**src/cim_consts.svh**
```systemverilog
// Behaviour
// - unmasked source drives irq output in the way its group mode selects
// - masked source has no effect at all on the irq output
// - clip indicator pin shows live overflow state, whatever the gates hold
// - flags register at index 18h, 8 bits, resets to 00h, writes ignored
// - flag bits 7..0: dac b l/r, dac a l/r, port b/a clock, pos/neg clip
// - a flag reads 1 if its event happened since the previous flags read
// - flag sets on the arrival edge, clears on read, ignores ongoing level
// - reading the flags register clears a pending interrupt
// - each dac channel mute entry, from its detector, sets its own flag
// - each port clock fault indication, from its detector, sets its flag
// - four 2-bit mode fields: port b, port a, mute group, clip group
// - mode 00 on arrival, 01 on removal, 10 while present, 11 reserved
// - gates register at index 17h, same bit order as flags, 1 = masked
`ifndef CIM_CONSTS_SVH
`define CIM_CONSTS_SVH

// ---------------------------------------------------------------
// register indices, byte address is four times the index
// ---------------------------------------------------------------
`define CIM_MODE_IDX 8'h16
`define CIM_GATE_IDX 8'h17
`define CIM_FLAG_IDX 8'h18

// ---------------------------------------------------------------
// reset values and field positions
// ---------------------------------------------------------------
`define CIM_MODE_RST 8'h00
`define CIM_GATE_RST 8'hff
`define CIM_FLAG_RST 8'h00
`define CIM_CLIP_MODE_LSB 0
`define CIM_MUTE_MODE_LSB 2
`define CIM_PORTA_MODE_LSB 4
`define CIM_PORTB_MODE_LSB 6
`define CIM_POS_CLIP_BIT 1
`define CIM_NEG_CLIP_BIT 0

// ---------------------------------------------------------------
// bus answers
// ---------------------------------------------------------------
`define CIM_RESP_OKAY 2'b00
`define CIM_RESP_SLVERR 2'b10

`endif

```
**src/cim_pkg.sv**
```systemverilog
package cim_pkg;

  typedef enum logic [1:0] {
    CIM_RISE = 2'b00,
    CIM_FALL = 2'b01,
    CIM_LEVEL = 2'b10,
    CIM_RSVD = 2'b11
  } cim_mode_t;

  // bit order matches the flags and gates registers
  typedef struct packed {
    logic dac_b_left_mute;
    logic dac_b_right_mute;
    logic dac_a_left_mute;
    logic dac_a_right_mute;
    logic port_b_clock_fault;
    logic port_a_clock_fault;
    logic positive_clip;
    logic negative_clip;
  } cim_src_t;

  typedef struct packed {
    logic [7:0] sync1;
    logic [7:0] sync2;
    logic [7:0] prev;
    logic [7:0] flags;
    logic [7:0] pend;
    logic [7:0] gates;
    logic [7:0] modes;
    logic irq;
    logic clip;
    logic aw_have;
    logic [7:0] aw_idx;
    logic aw_ok;
    logic w_have;
    logic [7:0] w_data;
    logic w_en;
    logic awready;
    logic wready;
    logic bvalid;
    logic [1:0] bresp;
    logic arready;
    logic rvalid;
    logic [31:0] rdata;
    logic [1:0] rresp;
  } cim_state_t;

endpackage

```
**src/cim_irq_ctrl.sv**
```systemverilog
`timescale 1ns/100ps
`include "cim_consts.svh"

module cim_irq_ctrl (
  input wire logic aclk, // 40 MHz control clock
  input wire logic aresetn, // synchronous, active low
  input wire logic [31:0] s_axi_awaddr, // write address
  input wire logic s_axi_awvalid, // write address valid
  output logic s_axi_awready, // write address ready
  input wire logic [31:0] s_axi_wdata, // write data
  input wire logic [3:0] s_axi_wstrb, // write byte enables
  input wire logic s_axi_wvalid, // write data valid
  output logic s_axi_wready, // write data ready
  output logic [1:0] s_axi_bresp, // write response
  output logic s_axi_bvalid, // write response valid
  input wire logic s_axi_bready, // write response ready
  input wire logic [31:0] s_axi_araddr, // read address
  input wire logic s_axi_arvalid, // read address valid
  output logic s_axi_arready, // read address ready
  output logic [31:0] s_axi_rdata, // read data
  output logic [1:0] s_axi_rresp, // read response
  output logic s_axi_rvalid, // read data valid
  input wire logic s_axi_rready, // read data ready
  input wire cim_pkg::cim_src_t src_cond, // detector levels, async
  output logic irq, // interrupt, active high
  output logic clip_indicator_pin // live adc overflow state
);
  import cim_pkg::*;

  // ---------------------------------------------------------------
  // helpers
  // ---------------------------------------------------------------
  function automatic logic is_mapped(input logic [31:0] a);
    logic [7:0] idx;
    idx = a[9:2];
    is_mapped = (a[31:10] == 22'h0) && (a[1:0] == 2'h0) &&
                ((idx == `CIM_MODE_IDX) || (idx == `CIM_GATE_IDX) ||
                 (idx == `CIM_FLAG_IDX));
  endfunction

  // group mode field that governs source bit i
  function automatic cim_mode_t src_mode(input int i, input logic [7:0] m);
    logic [1:0] f;
    f = 2'h0;
    case (i)
      7, 6, 5, 4: f = m[`CIM_MUTE_MODE_LSB +: 2];
      3: f = m[`CIM_PORTB_MODE_LSB +: 2];
      2: f = m[`CIM_PORTA_MODE_LSB +: 2];
      default: f = m[`CIM_CLIP_MODE_LSB +: 2];
    endcase
    src_mode = cim_mode_t'(f);
  endfunction

  // ---------------------------------------------------------------
  // state
  // ---------------------------------------------------------------
  cim_state_t st_r;
  cim_state_t st_nxt;
  logic [7:0] cond_v;
  logic [7:0] rise;
  logic [7:0] fall;
  logic ar_go;
  logic rd_flags;
  logic wr_go;

  assign cond_v = src_cond;
  // detectors are on serial clocks, so only sync2/prev are examined
  assign rise = st_r.sync2 & ~st_r.prev;
  assign fall = ~st_r.sync2 & st_r.prev;
  assign ar_go = s_axi_arvalid && st_r.arready;
  assign rd_flags = ar_go && is_mapped(s_axi_araddr) &&
                    (s_axi_araddr[9:2] == `CIM_FLAG_IDX);
  assign wr_go = st_r.aw_have && st_r.w_have && !st_r.bvalid;

  // ---------------------------------------------------------------
  // next state
  // ---------------------------------------------------------------
  always_comb begin
    logic [7:0] lvl;
    logic [7:0] set;
    cim_mode_t md;
    lvl = 8'h0;
    set = 8'h0;
    md = CIM_RISE;
    st_nxt = st_r;

    st_nxt.sync1 = cond_v;
    st_nxt.sync2 = st_r.sync1;
    st_nxt.prev = st_r.sync2;

    // set beats clear so an edge during the read is not lost
    st_nxt.flags = (rd_flags ? 8'h0 : st_r.flags) | rise;

    for (int i = 0; i < 8; i++) begin
      md = src_mode(i, st_r.modes);
      case (md)
        CIM_RISE: set[i] = rise[i];
        CIM_FALL: set[i] = fall[i];
        CIM_LEVEL: lvl[i] = st_r.sync2[i];
        default: set[i] = 1'b0; // reserved code never fires
      endcase
    end
    // masked edges are not even remembered, so unmasking later is quiet
    set = set & ~st_r.gates;
    st_nxt.pend = (rd_flags ? 8'h0 : st_r.pend) | set;
    st_nxt.irq = |((st_nxt.pend | lvl) & ~st_r.gates);

    // pin ignores the gates entirely
    st_nxt.clip = st_r.sync2[`CIM_POS_CLIP_BIT] |
                  st_r.sync2[`CIM_NEG_CLIP_BIT];

    // write channel: address and data taken in either order
    if (s_axi_awvalid && st_r.awready) begin
      st_nxt.aw_have = 1'b1;
      st_nxt.aw_idx = s_axi_awaddr[9:2];
      st_nxt.aw_ok = is_mapped(s_axi_awaddr);
    end
    if (s_axi_wvalid && st_r.wready) begin
      st_nxt.w_have = 1'b1;
      st_nxt.w_data = s_axi_wdata[7:0];
      st_nxt.w_en = s_axi_wstrb[0];
    end
    if (st_r.bvalid && s_axi_bready) begin
      st_nxt.bvalid = 1'b0;
    end
    if (wr_go) begin
      st_nxt.aw_have = 1'b0;
      st_nxt.w_have = 1'b0;
      st_nxt.bvalid = 1'b1;
      st_nxt.bresp = st_r.aw_ok ? `CIM_RESP_OKAY : `CIM_RESP_SLVERR;
      if (st_r.aw_ok && st_r.w_en) begin
        case (st_r.aw_idx)
          `CIM_MODE_IDX: st_nxt.modes = st_r.w_data;
          `CIM_GATE_IDX: st_nxt.gates = st_r.w_data;
          default: st_nxt.flags = st_nxt.flags; // flags are read only
        endcase
      end
    end
    st_nxt.awready = !st_nxt.aw_have && !st_nxt.bvalid;
    st_nxt.wready = !st_nxt.w_have && !st_nxt.bvalid;

    // read channel
    if (st_r.rvalid && s_axi_rready) begin
      st_nxt.rvalid = 1'b0;
    end
    if (ar_go) begin
      st_nxt.rvalid = 1'b1;
      st_nxt.rdata = 32'h0;
      st_nxt.rresp = `CIM_RESP_OKAY;
      if (!is_mapped(s_axi_araddr)) begin
        st_nxt.rresp = `CIM_RESP_SLVERR;
      end else begin
        case (s_axi_araddr[9:2])
          `CIM_MODE_IDX: st_nxt.rdata[7:0] = st_r.modes;
          `CIM_GATE_IDX: st_nxt.rdata[7:0] = st_r.gates;
          default: st_nxt.rdata[7:0] = st_r.flags;
        endcase
      end
    end
    st_nxt.arready = !st_nxt.rvalid;

    if (!aresetn) begin
      st_nxt = '0;
      st_nxt.modes = `CIM_MODE_RST;
      st_nxt.gates = `CIM_GATE_RST;
      st_nxt.flags = `CIM_FLAG_RST;
    end
  end

  always_ff @(posedge aclk) begin
    st_r <= st_nxt;
  end

  // ---------------------------------------------------------------
  // outputs, all straight from the state register
  // ---------------------------------------------------------------
  assign s_axi_awready = st_r.awready;
  assign s_axi_wready = st_r.wready;
  assign s_axi_bresp = st_r.bresp;
  assign s_axi_bvalid = st_r.bvalid;
  assign s_axi_arready = st_r.arready;
  assign s_axi_rdata = st_r.rdata;
  assign s_axi_rresp = st_r.rresp;
  assign s_axi_rvalid = st_r.rvalid;
  assign irq = st_r.irq;
  assign clip_indicator_pin = st_r.clip;

  // ---------------------------------------------------------------
  // assertions
  // ---------------------------------------------------------------
  all_masked_a: assert property (
    @(posedge aclk) disable iff (!aresetn)
    (st_r.gates == 8'hff) |=> !st_r.irq)
    else $error("irq raised while every source is gated");

  level_drive_a: assert property (
    @(posedge aclk) disable iff (!aresetn)
    (st_r.modes == 8'haa) && (st_r.gates == 8'h00) && (st_r.sync2 != 8'h0)
    |=> st_r.irq)
    else $error("level mode source present but irq low");

  clip_live_a: assert property (
    @(posedge aclk) disable iff (!aresetn)
    ##1 st_r.clip == ($past(st_r.sync2[1]) | $past(st_r.sync2[0])))
    else $error("clip pin does not follow overflow state");

  flags_nowrite_a: assert property (
    @(posedge aclk) disable iff (!aresetn)
    wr_go && (st_r.aw_idx == `CIM_FLAG_IDX) && !rd_flags
    |=> ((~st_r.flags & $past(st_r.flags)) == 8'h0))
    else $error("write changed the flags register");

  edge_sets_a: assert property (
    @(posedge aclk) disable iff (!aresetn)
    (rise != 8'h0) |=> ((st_r.flags & $past(rise)) == $past(rise)))
    else $error("arrival edge did not set its flag");

  read_clears_a: assert property (
    @(posedge aclk) disable iff (!aresetn)
    rd_flags && (rise == 8'h0)
    |=> (st_r.flags == 8'h0) && (st_r.rdata[7:0] == $past(st_r.flags))
        && st_r.rvalid)
    else $error("flags read did not return and clear the flags");

  read_drops_irq_a: assert property (
    @(posedge aclk) disable iff (!aresetn)
    rd_flags && st_r.irq && (rise == 8'h0) && (fall == 8'h0)
    && (st_r.modes == 8'h00) |=> !st_r.irq)
    else $error("flags read left edge interrupt pending");

  edge_holds_a: assert property (
    @(posedge aclk) disable iff (!aresetn)
    st_r.irq && (st_r.modes == 8'h00) && !rd_flags && !wr_go
    |=> st_r.irq)
    else $error("edge interrupt dropped before flags read");

  fall_fires_a: assert property (
    @(posedge aclk) disable iff (!aresetn)
    (st_r.modes == 8'h55) && ((fall & ~st_r.gates) != 8'h0) && !wr_go
    |=> st_r.irq ##1 (st_r.irq || $past(rd_flags)))
    else $error("removal edge did not raise irq");

  rsvd_quiet_a: assert property (
    @(posedge aclk) disable iff (!aresetn)
    (st_r.modes == 8'hff) && (st_r.pend == 8'h0) && !wr_go
    |=> !st_r.irq)
    else $error("reserved mode raised irq");

  gate_write_a: assert property (
    @(posedge aclk) disable iff (!aresetn)
    wr_go && st_r.aw_ok && st_r.w_en && (st_r.aw_idx == `CIM_GATE_IDX)
    |=> (st_r.gates == $past(st_r.w_data)) && st_r.bvalid)
    else $error("gates register not written");

  mute_group_a: assert property (
    @(posedge aclk) disable iff (!aresetn)
    (st_r.modes == 8'h08) && (st_r.gates == 8'h0f) && (rise[7:4] != 4'h0)
    |=> st_r.irq)
    else $error("mute group level mode did not drive irq");

  map_bits_a: assert property (
    @(posedge aclk) disable iff (!aresetn)
    rise[7] |=> st_r.flags[7])
    else $error("dac b left mute flag not at bit 7");

  mute_flag_a: assert property (
    @(posedge aclk) disable iff (!aresetn)
    rise[4] |=> st_r.flags[4])
    else $error("dac a right mute flag not set");

  port_flag_a: assert property (
    @(posedge aclk) disable iff (!aresetn)
    rise[3] |=> st_r.flags[3])
    else $error("port b clock fault flag not set");

endmodule

```
**config.mk**
```make
export PLATFORM = sky130hd
export DESIGN_NAME = cim_irq_ctrl
export DESIGN_NICKNAME = d
export VERILOG_FILES = /design/src/cim_pkg.sv /design/src/cim_irq_ctrl.sv
export VERILOG_INCLUDE_DIRS = /design/src
export SDC_FILE = /design/constraint.sdc
export NUM_CORES = 1
export LEC_CHECK = 0
export ABC_AREA = 1
export BUFFER_PORTS_ARGS = -buffer_cell sky130_fd_sc_hd__buf_2
export CAP_MARGIN = 20
export CORE_UTILIZATION = 53
export DETAILED_ROUTE_END_ITERATION = 6
export HOLD_SLACK_MARGIN = 0.1
export PLACE_DENSITY = 0.85
export SYNTH_ARGS = -nofsm -noshare
export SYNTH_HDL_FRONTEND = slang
export SYNTH_SLANG_ARGS = --single-unit
```
**constraint.sdc**
```tcl
create_clock -name aclk -period 2.25 [get_ports aclk]
set_input_delay 0 -clock aclk [delete_from_list [all_inputs] [get_ports aclk]]
set_output_delay 0 -clock aclk [all_outputs]
set_load 0.05 [all_outputs]
```
==> metrics.cfg <==
[power]
leakage_nw=2.60
powerDensity_mw_per_mm2=655
ir_drop_mv=0.336

[setup_path]
crit_top_cell=dlygate4sd3_1
end_kind=flip-flop
critPathSlowestCell=dlygate4sd3_1
path_class=primary input to flip-flop
critPathBufInv=4
slowest_delay_ns=0.58
arrival_ns=2.39
worstPathCellList=dlygate4sd3_1 > buf_2 > nor4_1 > dlygate4sd3_1 > nand2_1 > dlygate4sd3_1 > nor3_2 > nand3_1 > a21oi_1
required_ns=2.54
start_kind=primary input
path_delay_family=buffers and inverters
cp_max_fo=1

[cts]
h-tree-depth=3
clk_pin_slew_worst_paths_ns=0.09
numCtsBuffers=9
clockBufferDepth=2
postCtsSetupRepairBufs=0
cts_tree=done
cts.sinks=93
clk_latency_ns=0.36
cts-root-buf=clkbuf_8

[job]
maxCapViolations=0

[yosys]
syn_inst=571
syn_avg_cell_area_um2=7.26
synth_compound_area_share_pct=12.5
synth_warnings=0
netlist_top_cells_area=dfxtp_1, nand2_1, inv_1
synth_top_area_cell=dfxtp_1
syn-cell-area_mm2=0.00415
synthFlopType=dfxtp_1
synth_xor_area_share_pct=0
synth_top_area_share_pct=44.9
synthAdderAreaFrac_pct=0
synthSimpleGateAreaFrac_pct=26.7
yosysMostFrequentCell=nand2_1
synth_top_cells_by_count=nand2_1, dfxtp_1, inv_1
synth_mux_area_share_pct=0
async_flop_share_pct=0
synth_top_family_by_area=simple AND/OR/NAND/NOR gates
synth_sequential_area_ratio_pct=44.9
ys_ff_latch=93
ys_types=29
synth_edf_count=0

[global_route]
grt_max_degree=40
first_global_vias=3790
grt_pass1_wl_um=16000
grt_usage_pct=24.1
gr-total-overflow=0
grt_antenna_before_repair=0

[sta]
setup_viol=0
worst_pin_slew_ns=0.624
maxSlewViolCount=0
fin_crit_ns=2.10
rsz0062_at_grt=false
fin_skew_ns=0.00602
slew_headroom_pct=58.1
fin_tns_setup_ns=0
hold_viol_final=0
max_freq_mhz=476
worst_hold_slack_ns=0.110
fin_crit_sh_pct=93.4

[finish]
antenna_cells=0
synthToLayoutAreaGrowth_pct=25.0
layout-drive-gt1-share_pct=20.7
largest_reg_flops=76
nets=815
finalNonFillerCells=804
fin_util_pct=70.0
design_area_mm2=0.00519
fill_cells=608
max_flop_register=st_r

[detailed_routing]
vias_per_cell=4.87
ant_nets=0
first_iter_violations=191
wire_per_inst_um=11.7
wirelength_um=9400
vias=3917
drc_errors=0
first_pass_iters=5

[floorplan]
row_count=31
io_pins=158
initial_core_util_pct=56.0
die_x_um=90.5
dieArea_mm2=0.00818
core_area_mm2=0.00741
die_h_um=90.5

[placed_design]
portBuffers=104
routabilityCongestion=0.805
postPlaceCellArea_mm2=0.00458
dp.cells=751
place_hpwl_um=6350

[status]
status=complete, no violations

[worst_hold_path]
min_path_type=primary input to flip-flop

cell type report:
cell class | count | area (um2) | share of cell area, %
sequential | 93 | 1860 | 35.9
multi-input combinational | 364 | 1730 | 33.4
timing repair buffer | 144 | 913 | 17.6
inverter | 88 | 330 | 6.37
clock buffer | 11 | 141 | 2.73
tap | 99 | 124 | 2.39
clock inverter | 5 | 82.6 | 1.59
final timing paths:
| kind | startpoint | endpoint | slack [ns] | cells after the start |
|---|---|---|---|---|
| setup / recovery | s_axi_awaddr[15] | st_r[51]$_SDFFE_PN0P_ | 0.15 | 9 |
| setup reg to reg | s_axi_awready$_SDFF_PN0_ | st_r[51]$_SDFFE_PN0P_ | 0.31 | 6 |
| hold / removal | s_axi_araddr[13] | s_axi_rresp[1]$_SDFFE_PN0P_ | 0.11 | 6 |
| hold reg to reg | st_r[116]$_SDFF_PN0_ | st_r[108]$_SDFF_PN0_ | 0.41 | 2 |
cells by family after synthesis:
group           count (synthesis)
other cells                     1
flops                          93
simple gates                  246
compound gates                 92
buf+inv                       139
report_power, final:
group	internal, mW	total (mW)	switching (mW)
combinational	0.152	0.432	0.281
sequential	1.70	1.73	0.0296
clock	0.661	1.23	0.572
total	2.52	3.40	0.882
per-stage QoR:
stage	setup slack (ns)	power, mW
floorplan	0.225	2.07
CTS	0.0986	3.41
global placement	0.432	2.14
detailed placement	0.387	2.15
global route	0.0240	3.54
finish	0.149	3.40
placed cells by master, fill, tap and decap left out:
master	count
nand3_2	1
nor4_2	1
buf_4	3
nor2_1	44
or2_0	3
nor4_4	2
nand4_1	7
bufinv_16	2
nor2_4	1
inv_1	83
nor3_2	3
or2_1	3
inv_6	1
dfxtp_1	93
nor4_1	13
nor2_2	1
clkinv_4	1
buf_2	104
o2111ai_1	2
inv_2	4
nand3_1	32
clkbuf_1	1
o21ai_0	27
o211ai_1	8
conb_1	26
or2_2	2
or2_4	1
dlygate4sd3_1	37
a21oi_2	8
a21oi_1	41
o21ai_1	6
clkinv_1	1
clkinv_2	1
clkbuf_8	10
nand2_1	132
layer usage:
metal  global-route usage (%)  up-vias  part of all wire, %
met4                     9.41        0                  1.5
met1                     27.0     1749                   43
met2                     44.3      147                   50
met3                     4.88       13                  5.7
li1                         -     2008                    -
met5                        0        -                    0
tightest hold or removal path, cell delays in order:
cell	delay (ns)
buf_2	0.09
nor4_1	0.04
nand4_1	0.06
or2_2	0.12
nor2_4	0.05
nor2_1	0.07
timing repair:
item | in CTS | in global routing
hold endpoints to repair | 32 | 0
resized for setup | 0 | 2
endpoints found under the setup margin | 0 | 1
hold buffers | 38 | 0
Power figures use the tool's default switching activity.
